`src/hdl/rocof_consts.svh`:
```
// Purpose: Constants of the rate-of-change-of-frequency element.
// Assumes: 50 MHz system clock.
// Notes:   Timing counts are derived from the clock rate.
`ifndef ROCOF_CONSTS_SVH
`define ROCOF_CONSTS_SVH

// System clock rate in hertz and the millisecond tick count.
`define CLK_HZ        32'h02FA_F080
`define MS_CYC_DEF    (`CLK_HZ / 32'h0000_03E8)
// Comparator filter delay in milliseconds.
`define FILTER_MS     14'h0064
// Trip delay setting range and default in milliseconds.
`define TRIP_MIN_MS   14'h00C8
`define TRIP_MAX_MS   14'h2710
`define TRIP_DEF_MS   14'h00C8
// Threshold range and default in steps of 0.01 Hz/s.
`define THR_MAX       11'sh1F4
`define THR_DEF       11'sh032
// Above this threshold magnitude the wider drop-out ratio applies.
`define DROP_KNEE     11'sh032
// Drop-out ratios in thousandths.
`define DROP_HI       64'sh0398
`define DROP_LO       64'sh03E7
`define RATIO_DEN     64'sh03E8
// Consecutive measurements needed to accept or to drop frequency.
`define ACCEPT_CNT    3'h4
// History depth in half periods: five whole periods.
`define HIST_DEPTH    4'hA
// Clock rate times 1000, divided by a period gives millihertz.
`define FREQ_NUM      40'hB_A43B_7400
// Scale that turns mHz over clock cycles into 0.01 Hz/s units.
`define RATE_SCALE    (`CLK_HZ / 32'h0000_000A)
// Accepted frequency band in hertz, turned into period limits.
`define F_HIGH_HZ     32'h0000_0046
`define F_LOW_HZ      32'h0000_0028
`define PER_MIN_DEF   (`CLK_HZ / `F_HIGH_HZ)
`define PER_MAX_DEF   (`CLK_HZ / `F_LOW_HZ)

`endif

```
`src/hdl/rocof_pkg.sv`:
```
// Purpose: Types shared by the rate-of-change-of-frequency element.
// Assumes: Nothing beyond the constants header.
// Notes:   Holds types only.
package rocof_pkg;
  // Sequence of one measurement from crossing to evaluation.
  typedef enum logic [1:0] {MS_IDLE, MS_DIV, MS_READ, MS_EVAL} meas_state_t;
  // One signed voltage sample.
  typedef logic signed [15:0] sample_t;
  // Frequency in millihertz.
  typedef logic [19:0] freq_t;
endpackage : rocof_pkg

```
`src/hdl/rocof_meas_if.sv`:
```
// Purpose: Carries one zero-crossing measurement to the evaluator.
// Assumes: Single clock domain.
// Notes:   All fields are valid in the cycle evt is high, except period after a timeout, which leaves period unchanged.
`timescale 1ns/1ps
interface rocof_meas_if;
  logic        evt;     // One-cycle measurement pulse.
  logic        ok;      // Rising and falling periods both lie inside the band.
  logic [21:0] period;  // Mean of rising and falling periods.
  logic [31:0] ts;      // Cycle stamp of the crossing.
  logic [15:0] peak;    // Peak magnitude of the last half cycle.
  modport src (output evt, ok, period, ts, peak);
  modport snk (input evt, ok, period, ts, peak);
endinterface : rocof_meas_if

```
`src/hdl/rocof_period_meter.sv`:
```
// Purpose: Times rising and falling zero crossings of a sample stream.
// Assumes: Samples arrive with a one-cycle strobe.
// Notes:   A missing crossing beyond the longest period is reported.
`timescale 1ns/1ps
`include "rocof_consts.svh"
module rocof_period_meter
  import rocof_pkg::*;
#(
  parameter int PER_MIN = `PER_MIN_DEF,
  parameter int PER_MAX = `PER_MAX_DEF
) (
  // Clock and reset.
  input  wire logic    i_clk,
  input  wire logic    i_reset_n,
  // Sample stream.
  input  wire logic    i_smp,
  input  wire sample_t i_v,
  // Measurement out.
  rocof_meas_if.src    m
);
  logic [31:0] ts_r;          // Free-running cycle stamp.
  logic        neg_r;         // Sign of the previous sample.
  logic [31:0] lrise_r;       // Stamp of the last rising crossing.
  logic [31:0] lfall_r;       // Stamp of the last falling crossing.
  logic [31:0] lx_r;          // Stamp of the last crossing or timeout.
  logic [21:0] prise_r;       // Last rising-to-rising period.
  logic [21:0] pfall_r;       // Last falling-to-falling period.
  logic [15:0] peak_r;        // Running peak of the half cycle.

  wire         rise_x = i_smp & neg_r & ~i_v[15];
  wire         fall_x = i_smp & ~neg_r & i_v[15];
  wire         tmo    = (ts_r - lx_r) >= 32'(PER_MAX);
  wire  [31:0] pnew   = ts_r - (rise_x ? lrise_r : lfall_r);
  wire  [21:0] pnew_c = (pnew > 32'(PER_MAX)) ? 22'(PER_MAX) : pnew[21:0];
  wire  [21:0] pother = rise_x ? pfall_r : prise_r;
  wire  [22:0] psum   = {1'b0, pnew_c} + {1'b0, pother};
  wire  [15:0] vabs   = i_v[15] ? 16'(-i_v) : 16'(i_v);
  wire         in_rng = (pnew_c >= 22'(PER_MIN)) && (pother >= 22'(PER_MIN))
                        && (pother <= 22'(PER_MAX)) && (pnew <= 32'(PER_MAX));

  // Time both polarities and publish the mean at every crossing.
  // separate rise and fall periods
  always_ff @(posedge i_clk or negedge i_reset_n) begin
    if (!i_reset_n) begin
      ts_r     <= 32'h0000_0000;
      neg_r    <= 1'b0;
      lrise_r  <= 32'h0000_0000;
      lfall_r  <= 32'h0000_0000;
      lx_r     <= 32'h0000_0000;
      prise_r  <= 22'h00_0000;
      pfall_r  <= 22'h00_0000;
      peak_r   <= 16'h0000;
      m.evt    <= 1'b0;
      m.ok     <= 1'b0;
      m.period <= 22'h00_0000;
      m.ts     <= 32'h0000_0000;
      m.peak   <= 16'h0000;
    end else begin
      ts_r  <= ts_r + 32'h0000_0001;
      m.evt <= 1'b0;
      if (i_smp) begin
        neg_r <= i_v[15];
        if (vabs > peak_r) begin
          peak_r <= vabs;
        end
      end
      if (rise_x || fall_x) begin
        // A crossing: close this polarity's period and emit the mean.
        if (rise_x) begin
          lrise_r <= ts_r;
          prise_r <= pnew_c;
        end else begin
          lfall_r <= ts_r;
          pfall_r <= pnew_c;
        end
        lx_r     <= ts_r;
        peak_r   <= vabs;
        m.evt    <= 1'b1;
        m.ok     <= in_rng;
        m.period <= psum[22:1];
        m.ts     <= ts_r;
        m.peak   <= peak_r;
      end else if (tmo) begin
        // No crossing for too long: report an invalid measurement.
        lx_r     <= ts_r;
        prise_r  <= 22'h00_0000;
        pfall_r  <= 22'h00_0000;
        peak_r   <= 16'h0000;
        m.evt    <= 1'b1;
        m.ok     <= 1'b0;
        m.ts     <= ts_r;
        m.peak   <= peak_r;
      end
    end
  end
endmodule : rocof_period_meter

```
`src/hdl/rocof_history.sv`:
```
// Purpose: Small memory of past frequency values and their stamps.
// Assumes: One write and one read port on the same clock.
// Notes:   Read data come out of a register one cycle after the read.
`timescale 1ns/1ps
module rocof_history #(
  parameter int W  = 52,
  parameter int D  = 10,
  parameter int AW = 4
) (
  // Clock and reset.
  input  wire logic          i_clk,
  input  wire logic          i_reset_n,
  // Write port.
  input  wire logic          i_we,
  input  wire logic [AW-1:0] i_waddr,
  input  wire logic [W-1:0]  i_wdata,
  // Read port.
  input  wire logic          i_re,
  input  wire logic [AW-1:0] i_raddr,
  output logic      [W-1:0]  o_rdata
);
  logic [W-1:0] mem [D];  // Storage, no reset needed.

  // Write the new entry.
  always_ff @(posedge i_clk) begin
    if (i_we) begin
      mem[i_waddr] <= i_wdata;
    end
  end

  // Registered read.
  always_ff @(posedge i_clk or negedge i_reset_n) begin
    if (!i_reset_n) begin
      o_rdata <= '0;
    end else if (i_re) begin
      o_rdata <= mem[i_raddr];
    end
  end
endmodule : rocof_history

```
`src/hdl/rocof_protection.sv`:
```
// Purpose: Rate-of-change-of-frequency start and trip element.
// Assumes: Voltage samples arrive as a strobe with signed data.
// Notes:   Frequency is in mHz, thresholds in 0.01 Hz/s steps.
`timescale 1ns/1ps
`include "rocof_consts.svh"
module rocof_protection
  import rocof_pkg::*;
#(
  parameter int          MS_CYCLES  = `MS_CYC_DEF,
  parameter int          PER_MIN    = `PER_MIN_DEF,
  parameter int          PER_MAX    = `PER_MAX_DEF,
  parameter logic [15:0] RATED_PEAK = 16'h7000
) (
  // Clock and reset.
  input  wire logic                i_clk,
  input  wire logic                i_reset_n,
  // Voltage samples.
  input  wire logic                i_sample_valid,
  input  wire sample_t             i_volt_line,
  input  wire sample_t             i_volt_bus,
  // Settings.
  input  wire logic                i_src_bus,
  input  wire logic                i_enable,
  input  wire logic                i_start_only,
  input  wire logic signed [10:0]  i_rate_threshold_setting,
  input  wire logic        [13:0]  i_trip_delay_ms,
  // Blocking from surrounding logic.
  input  wire logic                i_block,
  // Element outputs.
  output logic                     o_general_start_out,
  output logic                     o_general_trip_out,
  // Transition events.
  output logic                     o_start_event,
  output logic                     o_trip_event,
  // Measurement status.
  output freq_t                    o_freq_mhz,
  output logic                     o_freq_valid
);
  localparam int HD = 10;  // History depth in half periods.

  rocof_meas_if meas ();   // Crossing measurements.

  wire sample_t v_sel = i_src_bus ? i_volt_bus : i_volt_line;

  rocof_period_meter #(
    .PER_MIN   (PER_MIN),
    .PER_MAX   (PER_MAX)
  ) u_meter (
    .i_clk     (i_clk),
    .i_reset_n (i_reset_n),
    .i_smp     (i_sample_valid),
    .i_v       (v_sel),
    .m         (meas.src)
  );

  meas_state_t  st_r;      // Measurement sequence state.
  logic [22:0]  rem_r;     // Divider partial remainder.
  logic [39:0]  num_r;     // Divider numerator, shifted out.
  logic [21:0]  dvs_r;     // Divider divisor: the mean period.
  logic [19:0]  quo_r;     // Divider quotient.
  logic [5:0]   bit_r;     // Divider step count.
  logic [31:0]  tsx_r;     // Stamp of the crossing being handled.
  logic         vok_r;     // Voltage above the minimum.
  logic [2:0]   vcnt_r;    // Consecutive valid measurements.
  logic [2:0]   icnt_r;    // Consecutive invalid measurements.
  freq_t        freq_r;    // Held frequency in mHz.
  logic         acc_r;     // Frequency accepted.
  logic [3:0]   hptr_r;    // History slot of the oldest entry.
  logic [3:0]   fill_r;    // History entries present.
  logic         cond_r;    // Rate condition with hysteresis.
  logic [51:0]  hrd;       // History read data.
  logic [16:0]  ms_cnt_r;  // Millisecond divider.
  logic         ms_tick_r; // One-cycle millisecond enable.
  logic [13:0]  elap_r;    // Milliseconds since fault onset.

  // Divider step: shift in one numerator bit and try to subtract.
  wire [22:0] rem_sh = {rem_r[21:0], num_r[39]};
  wire        sub_ok = rem_sh >= {1'b0, dvs_r};
  wire [22:0] rem_nx = sub_ok ? rem_sh - {1'b0, dvs_r} : rem_sh;
  wire        div_end = (bit_r == 6'h27);

  wire [15:0] vmin = RATED_PEAK / 16'h000A;

  wire signed [10:0] thr =
    (i_rate_threshold_setting > `THR_MAX)  ? `THR_MAX :
    (i_rate_threshold_setting < -`THR_MAX) ? -`THR_MAX :
    i_rate_threshold_setting;
  wire        thr_neg = thr[10];
  wire [10:0] thr_abs = thr_neg ? 11'(-thr) : 11'(thr);

  wire [13:0] dly =
    (i_trip_delay_ms < `TRIP_MIN_MS) ? `TRIP_MIN_MS :
    (i_trip_delay_ms > `TRIP_MAX_MS) ? `TRIP_MAX_MS : i_trip_delay_ms;

  wire freq_t        f_old = hrd[19:0];
  wire        [23:0] e_cyc = tsx_r[23:0] - hrd[43:20];
  wire signed [20:0] df    = $signed({1'b0, freq_r}) - $signed({1'b0, f_old});

  // Rate test without division: df*CLK/10 against thr*cycles.
  wire signed [47:0] lhs = $signed(48'(df)) * $signed(48'(`RATE_SCALE));
  wire signed [47:0] rhs = $signed(48'(thr)) * $signed(48'({1'b0, e_cyc}));
  wire signed [47:0] lo  = thr_neg ? -lhs : lhs;
  wire signed [47:0] ro  = thr_neg ? -rhs : rhs;
  wire               pick = lo > ro;
  wire signed [63:0] ratio = (thr_abs > 11'(`DROP_KNEE)) ? `DROP_HI
                                                          : `DROP_LO;
  wire               hold =
    ($signed(64'(lo)) * `RATIO_DEN) >= ($signed(64'(ro)) * ratio);

  wire hist_full = (fill_r == `HIST_DEPTH);
  wire hist_rd   = (st_r == MS_READ);
  wire hist_wr   = (st_r == MS_EVAL);

  rocof_history #(
    .W         (52),
    .D         (HD),
    .AW        (4)
  ) u_hist (
    .i_clk     (i_clk),
    .i_reset_n (i_reset_n),
    .i_we      (hist_wr),
    .i_waddr   (hptr_r),
    .i_wdata   ({tsx_r[31:0], freq_r}),
    .i_re      (hist_rd),
    .i_raddr   (hptr_r),
    .o_rdata   (hrd)
  );

  // Measurement sequence: divide, qualify, read history, evaluate.
  always_ff @(posedge i_clk or negedge i_reset_n) begin
    if (!i_reset_n) begin
      st_r   <= MS_IDLE;
      rem_r  <= 23'h00_0000;
      num_r  <= 40'h00_0000_0000;
      dvs_r  <= 22'h00_0000;
      quo_r  <= 20'h0_0000;
      bit_r  <= 6'h00;
      tsx_r  <= 32'h0000_0000;
      vok_r  <= 1'b0;
      vcnt_r <= 3'h0;
      icnt_r <= 3'h0;
      freq_r <= 20'h0_0000;
      acc_r  <= 1'b0;
      hptr_r <= 4'h0;
      fill_r <= 4'h0;
      cond_r <= 1'b0;
    end else begin
      case (st_r)
        MS_IDLE: begin
          if (meas.evt) begin
            tsx_r <= meas.ts;
            vok_r <= meas.peak > vmin;
            if (meas.peak <= vmin) begin
              cond_r <= 1'b0;
            end
            if (meas.ok) begin
              rem_r <= 23'h00_0000;
              num_r <= `FREQ_NUM;
              dvs_r <= meas.period;
              bit_r <= 6'h00;
              st_r  <= MS_DIV;
            end else begin
              vcnt_r <= 3'h0;
              if (icnt_r != `ACCEPT_CNT) begin
                icnt_r <= icnt_r + 3'h1;
              end
              if (icnt_r == `ACCEPT_CNT - 3'h1) begin
                freq_r <= 20'h0_0000;
                acc_r  <= 1'b0;
                fill_r <= 4'h0;
                cond_r <= 1'b0;
              end
            end
          end
        end
        MS_DIV: begin
          rem_r <= rem_nx;
          num_r <= {num_r[38:0], 1'b0};
          quo_r <= {quo_r[18:0], sub_ok};
          bit_r <= bit_r + 6'h01;
          if (div_end) begin
            icnt_r <= 3'h0;
            if (vcnt_r != `ACCEPT_CNT) begin
              vcnt_r <= vcnt_r + 3'h1;
            end
            if (vcnt_r >= `ACCEPT_CNT - 3'h1) begin
              freq_r <= {quo_r[18:0], sub_ok};
              acc_r  <= 1'b1;
              st_r   <= MS_READ;
            end else begin
              st_r <= MS_IDLE;
            end
          end
        end
        MS_READ: begin
          // History read issued; data arrive next cycle.
          st_r <= MS_EVAL;
        end
        MS_EVAL: begin
          if (hist_full) begin
            cond_r <= vok_r & (cond_r ? hold : pick);
          end else begin
            cond_r <= 1'b0;
            fill_r <= fill_r + 4'h1;
          end
          hptr_r <= (hptr_r == `HIST_DEPTH - 4'h1) ? 4'h0 : hptr_r + 4'h1;
          st_r   <= MS_IDLE;
        end
        default: begin
          st_r <= MS_IDLE;
        end
      endcase
    end
  end

  // Millisecond enable from the system clock.
  always_ff @(posedge i_clk or negedge i_reset_n) begin
    if (!i_reset_n) begin
      ms_cnt_r  <= 17'h0_0000;
      ms_tick_r <= 1'b0;
    end else begin
      ms_tick_r <= (ms_cnt_r == 17'(MS_CYCLES - 1));
      ms_cnt_r  <= (ms_cnt_r == 17'(MS_CYCLES - 1)) ? 17'h0_0000
                                                   : ms_cnt_r + 17'h0_0001;
    end
  end

  wire run = cond_r & vok_r & i_enable & ~i_block;

  always_ff @(posedge i_clk or negedge i_reset_n) begin
    if (!i_reset_n) begin
      elap_r <= 14'h0000;
    end else if (!run) begin
      elap_r <= 14'h0000;
    end else if (ms_tick_r && elap_r != 14'h3FFF) begin
      elap_r <= elap_r + 14'h0001;
    end
  end

  wire start_nxt = run & (elap_r >= `FILTER_MS);
  wire trip_nxt  = start_nxt & ~i_start_only & (elap_r >= dly);

  // Registered outputs and their transition events.
  // start and trip outputs
  always_ff @(posedge i_clk or negedge i_reset_n) begin
    if (!i_reset_n) begin
      o_general_start_out <= 1'b0;
      o_general_trip_out  <= 1'b0;
      o_start_event       <= 1'b0;
      o_trip_event        <= 1'b0;
    end else begin
      o_general_start_out <= start_nxt;
      o_general_trip_out  <= trip_nxt;
      o_start_event       <= start_nxt ^ o_general_start_out;
      o_trip_event        <= trip_nxt ^ o_general_trip_out;
    end
  end

  assign o_freq_mhz   = freq_r;
  assign o_freq_valid = acc_r;
endmodule : rocof_protection

```
`config.mk`:
```
export PLATFORM = sky130hd
export DESIGN_NAME = rocof_protection
export DESIGN_NICKNAME = d
export VERILOG_FILES = /design/src/hdl/rocof_pkg.sv /design/src/hdl/rocof_meas_if.sv /design/src/hdl/rocof_period_meter.sv /design/src/hdl/rocof_history.sv /design/src/hdl/rocof_protection.sv
export VERILOG_INCLUDE_DIRS = /design/src /design/src/hdl
export SDC_FILE = /design/constraint.sdc
export NUM_CORES = 2
export LEC_CHECK = 0
export BUFFER_PORTS_ARGS = -buffer_cell sky130_fd_sc_hd__clkbuf_2
export CORE_ASPECT_RATIO = 0.6
export CORE_MARGIN = 1
export CORE_UTILIZATION = 45
export CTS_CLUSTER_SIZE = 10
export DETAILED_ROUTE_END_ITERATION = 8
export GPL_TIMING_DRIVEN = 1
export PLACE_DENSITY = 0.69
export SLEW_MARGIN = 10
export SYNTH_ARGS = -nofsm -noshare
export SYNTH_HDL_FRONTEND = slang
export SYNTH_SLANG_ARGS = --single-unit
```
`constraint.sdc`:
```
create_clock -name i_clk -period 18.1 [get_ports i_clk]
set_input_delay 0.905 -clock i_clk [delete_from_list [all_inputs] [get_ports i_clk]]
set_output_delay 0.905 -clock i_clk [all_outputs]
set_load 0.01 [all_outputs]
```
==> flow_summary.ini <==
[route]
vias = 61500
drt_iter0_drc = 5181
wl_mm = 213
wire_per_inst_um = 19.1
vias_per_cell = 5.52
drc = 0
ant_nets = 0
drt_first_pass_iters = 6

[setup_path]
critPathMaxFanout = 19
required_ps = 18630
cp.arrival_ps = 17930
slowest_delay_ps = 560
setup.worst_path.start_class = flop
cp_slowest_cell = fa_1
criticalPathCategory = flop to flop
cpMostUsedCell = fa_1
crit_path_end_kind = flop

[clocking]
clk_pin_slew_ps = 60
clk_latency_ps = 690
numCtsBuffers = 101
clock_path_buffers = 3
clock_sinks = 909
cts_tree = done
cts_max_level = 3
cts_root_buffer = clkbuf_16
ctsHoldBuffers = 0

[grt]
grt_max_degree = 176
overflow = 0
antenna_found_initial = 2
grt_usage_pct = 22.4
grt_pass1_wl_mm = 343
grt_pass1_vias = 61500

[synth]
async_flop_share_pct = 51.6
yosysMostFrequentCell = inv_1
ys.flop_type = dfrtp_1
synth_cells = 8500
synth_area_leaders = fa_1 20%, edfxtp_1 16%, dfrtp_1 14%
synth_top_area_share_pct = 19.9
netlist_top_cells_count = 1329 x inv_1, 992 x nand2_1, 847 x fa_1, 818 x ha_1, 487 x nor2_1
yosysWarnings = 0
ys_seq_area_share_pct = 29.3
synth-edff-count = 440
netlist-cell-type-count = 104
synth_top_area_cell = fa_1
syn_area_per_cell_um2 = 10.0
synth_area_um2 = 85200
ys_ff_latch = 909

[placed_design]
finalWeightedCongestion = 0.957
hpwl_mm = 165
placedCellCount = 11000
port_buffers = 88

[sta]
slew_viol_final = 0
final-setup-viol-count = 0
hold_viol_final = 0
period_share_pct = 96.1
max_freq_mhz = 57.5
worstMarginPinSlew_ps = 1340
slew_headroom_pct = 10.2
post-route-min-period_ps = 17400
holdWs_ps = 254
clock_skew_ps = 46.8

[floorplan]
ioPinCount = 89
die-area_um2 = 191000
die_h_um = 339
start_util_pct = 45.4
fp-row-count = 123
die_width_um = 564
coreArea_um2 = 188000

[layout]
finalNetCount = 10300
final_cells = 11100
area_growth_syn_to_layout_pct = 8.35
final_layout_size_suffix_gt1_share_pct = 7.62
post-route-util_pct = 49.2
fillers = 17000

[flow_run]
drv_cap = 0

[status]
status = completed

[worst_hold_path]
hold_path_class = input port to asynchronous set/reset pin
## cell families (layout without fill, tap and decap cells)
logic type	after synthesis	in the layout	synth area share, %
AOI/OAI and AO/OA	1440	1440	10.8
buffers and inverters	1578	1720	7.00
muxes	305	305	4.99
other	1	3	0.00440
adders and majority gates	1665	1665	31.9
DFF	909	909	29.3
xor gates and xnor gates	450	450	4.64
and+or+nand+nor	2152	2152	11.3
## critical path: cells and delay by family, from the launching register on
family,cells,cell delay [ps]
AND/OR/NAND/NOR,12,1960
adder cells (fa/ha/maj),15,6900
AO/OA/AOI/OAI,32,6180
XOR/XNOR,4,700
buffers and inverters,10,1120
flip-flops,1,380
## sequential cells by signal (all words and copies together), names as in the netlist, 14 cells and up, named ones only
signal and cells:
dvs_r 22, tsx_r 24, ms_cnt_r 17, u_hist.o_rdata 44, u_meter.m.peak 14, o_freq_mhz 20, u_meter.m.period 22, u_meter.prise_r 22
u_meter.lrise_r 32, u_meter.peak_r 16, u_meter.pfall_r 22, u_meter.lfall_r 32, u_meter.m.ts 32, elap_r 14, num_r 30, u_hist.mem 440
u_meter.ts_r 32, rem_r 22, quo_r 19
## layout make-up
cell class,instances,area [µm²],area share (%)
antenna,1,2.50,0.00271
clock buffer,160,2780,3.01
clock inverter,8,181,0.197
inverter,1332,5010,5.43
multi-input combinational,6014,54800,59.3
sequential,909,25000,27.0
tap,2500,3130,3.39
timing repair buffer,220,1470,1.59
## placed cells by master, fill, tap and decap left out, drive strengths merged, types with 98 or more instances in the layout
cell type / instances
inv: 1332
nand2: 992
fa: 847
ha: 818
nor2: 488
dfrtp: 469
edfxtp: 440
o21ai: 425
a21oi: 331
xnor2: 257
clkbuf: 247
xor2: 193
a21o: 164
mux2i: 144
buf: 133
nor3: 99
nand3: 98
## final timing paths
path / start / end / slack [ps] / depth (start not counted)
setup / recovery: tsx_r[0] / cond_r / 700 / 73
hold / removal: i_reset_n / u_meter.m.ts[27] / 250 / 1
setup reg to reg: tsx_r[0] / cond_r / 700 / 73
hold reg to reg: quo_r[8] / quo_r[9] / 440 / 2
max in group asynchronous: i_reset_n / o_freq_mhz[7] / 14700 / 4
min in group i_clk: quo_r[8] / quo_r[9] / 440 / 2
## timing repair
| item | CTS | global route |
|---|---|---|
| setup endpoints to repair | 0 | 1 |
| resized for setup | 0 | 69 |
| buffers inserted | 0 | 17 |
## per-stage QoR
step | cell area, µm² | setup TNS [ps] | setup slack [ps]
6_report | 92300 | 0 | 698
4_1_cts | 91800 | 0 | 29.0
3_5_place_dp | 88800 | 0 | 51.9
2_1_floorplan | 85200 | 0 | 1810
5_1_grt | 92300 | -143 | -143
3_3_place_gp | 88800 | 0 | 138
## metal layers
layer	up-vias	GRT usage (%)	share of wire [%]
met5	-	0	0.0061
met3	191	4.21	8.3
met1	30600	36.0	50
li1	28600	-	-
met2	2090	31.5	41
met4	2	2.85	1.2
Power is left out: the tool's default activity adds up to more than one toggle a clock period on the data nets, which glitch-free logic cannot reach.
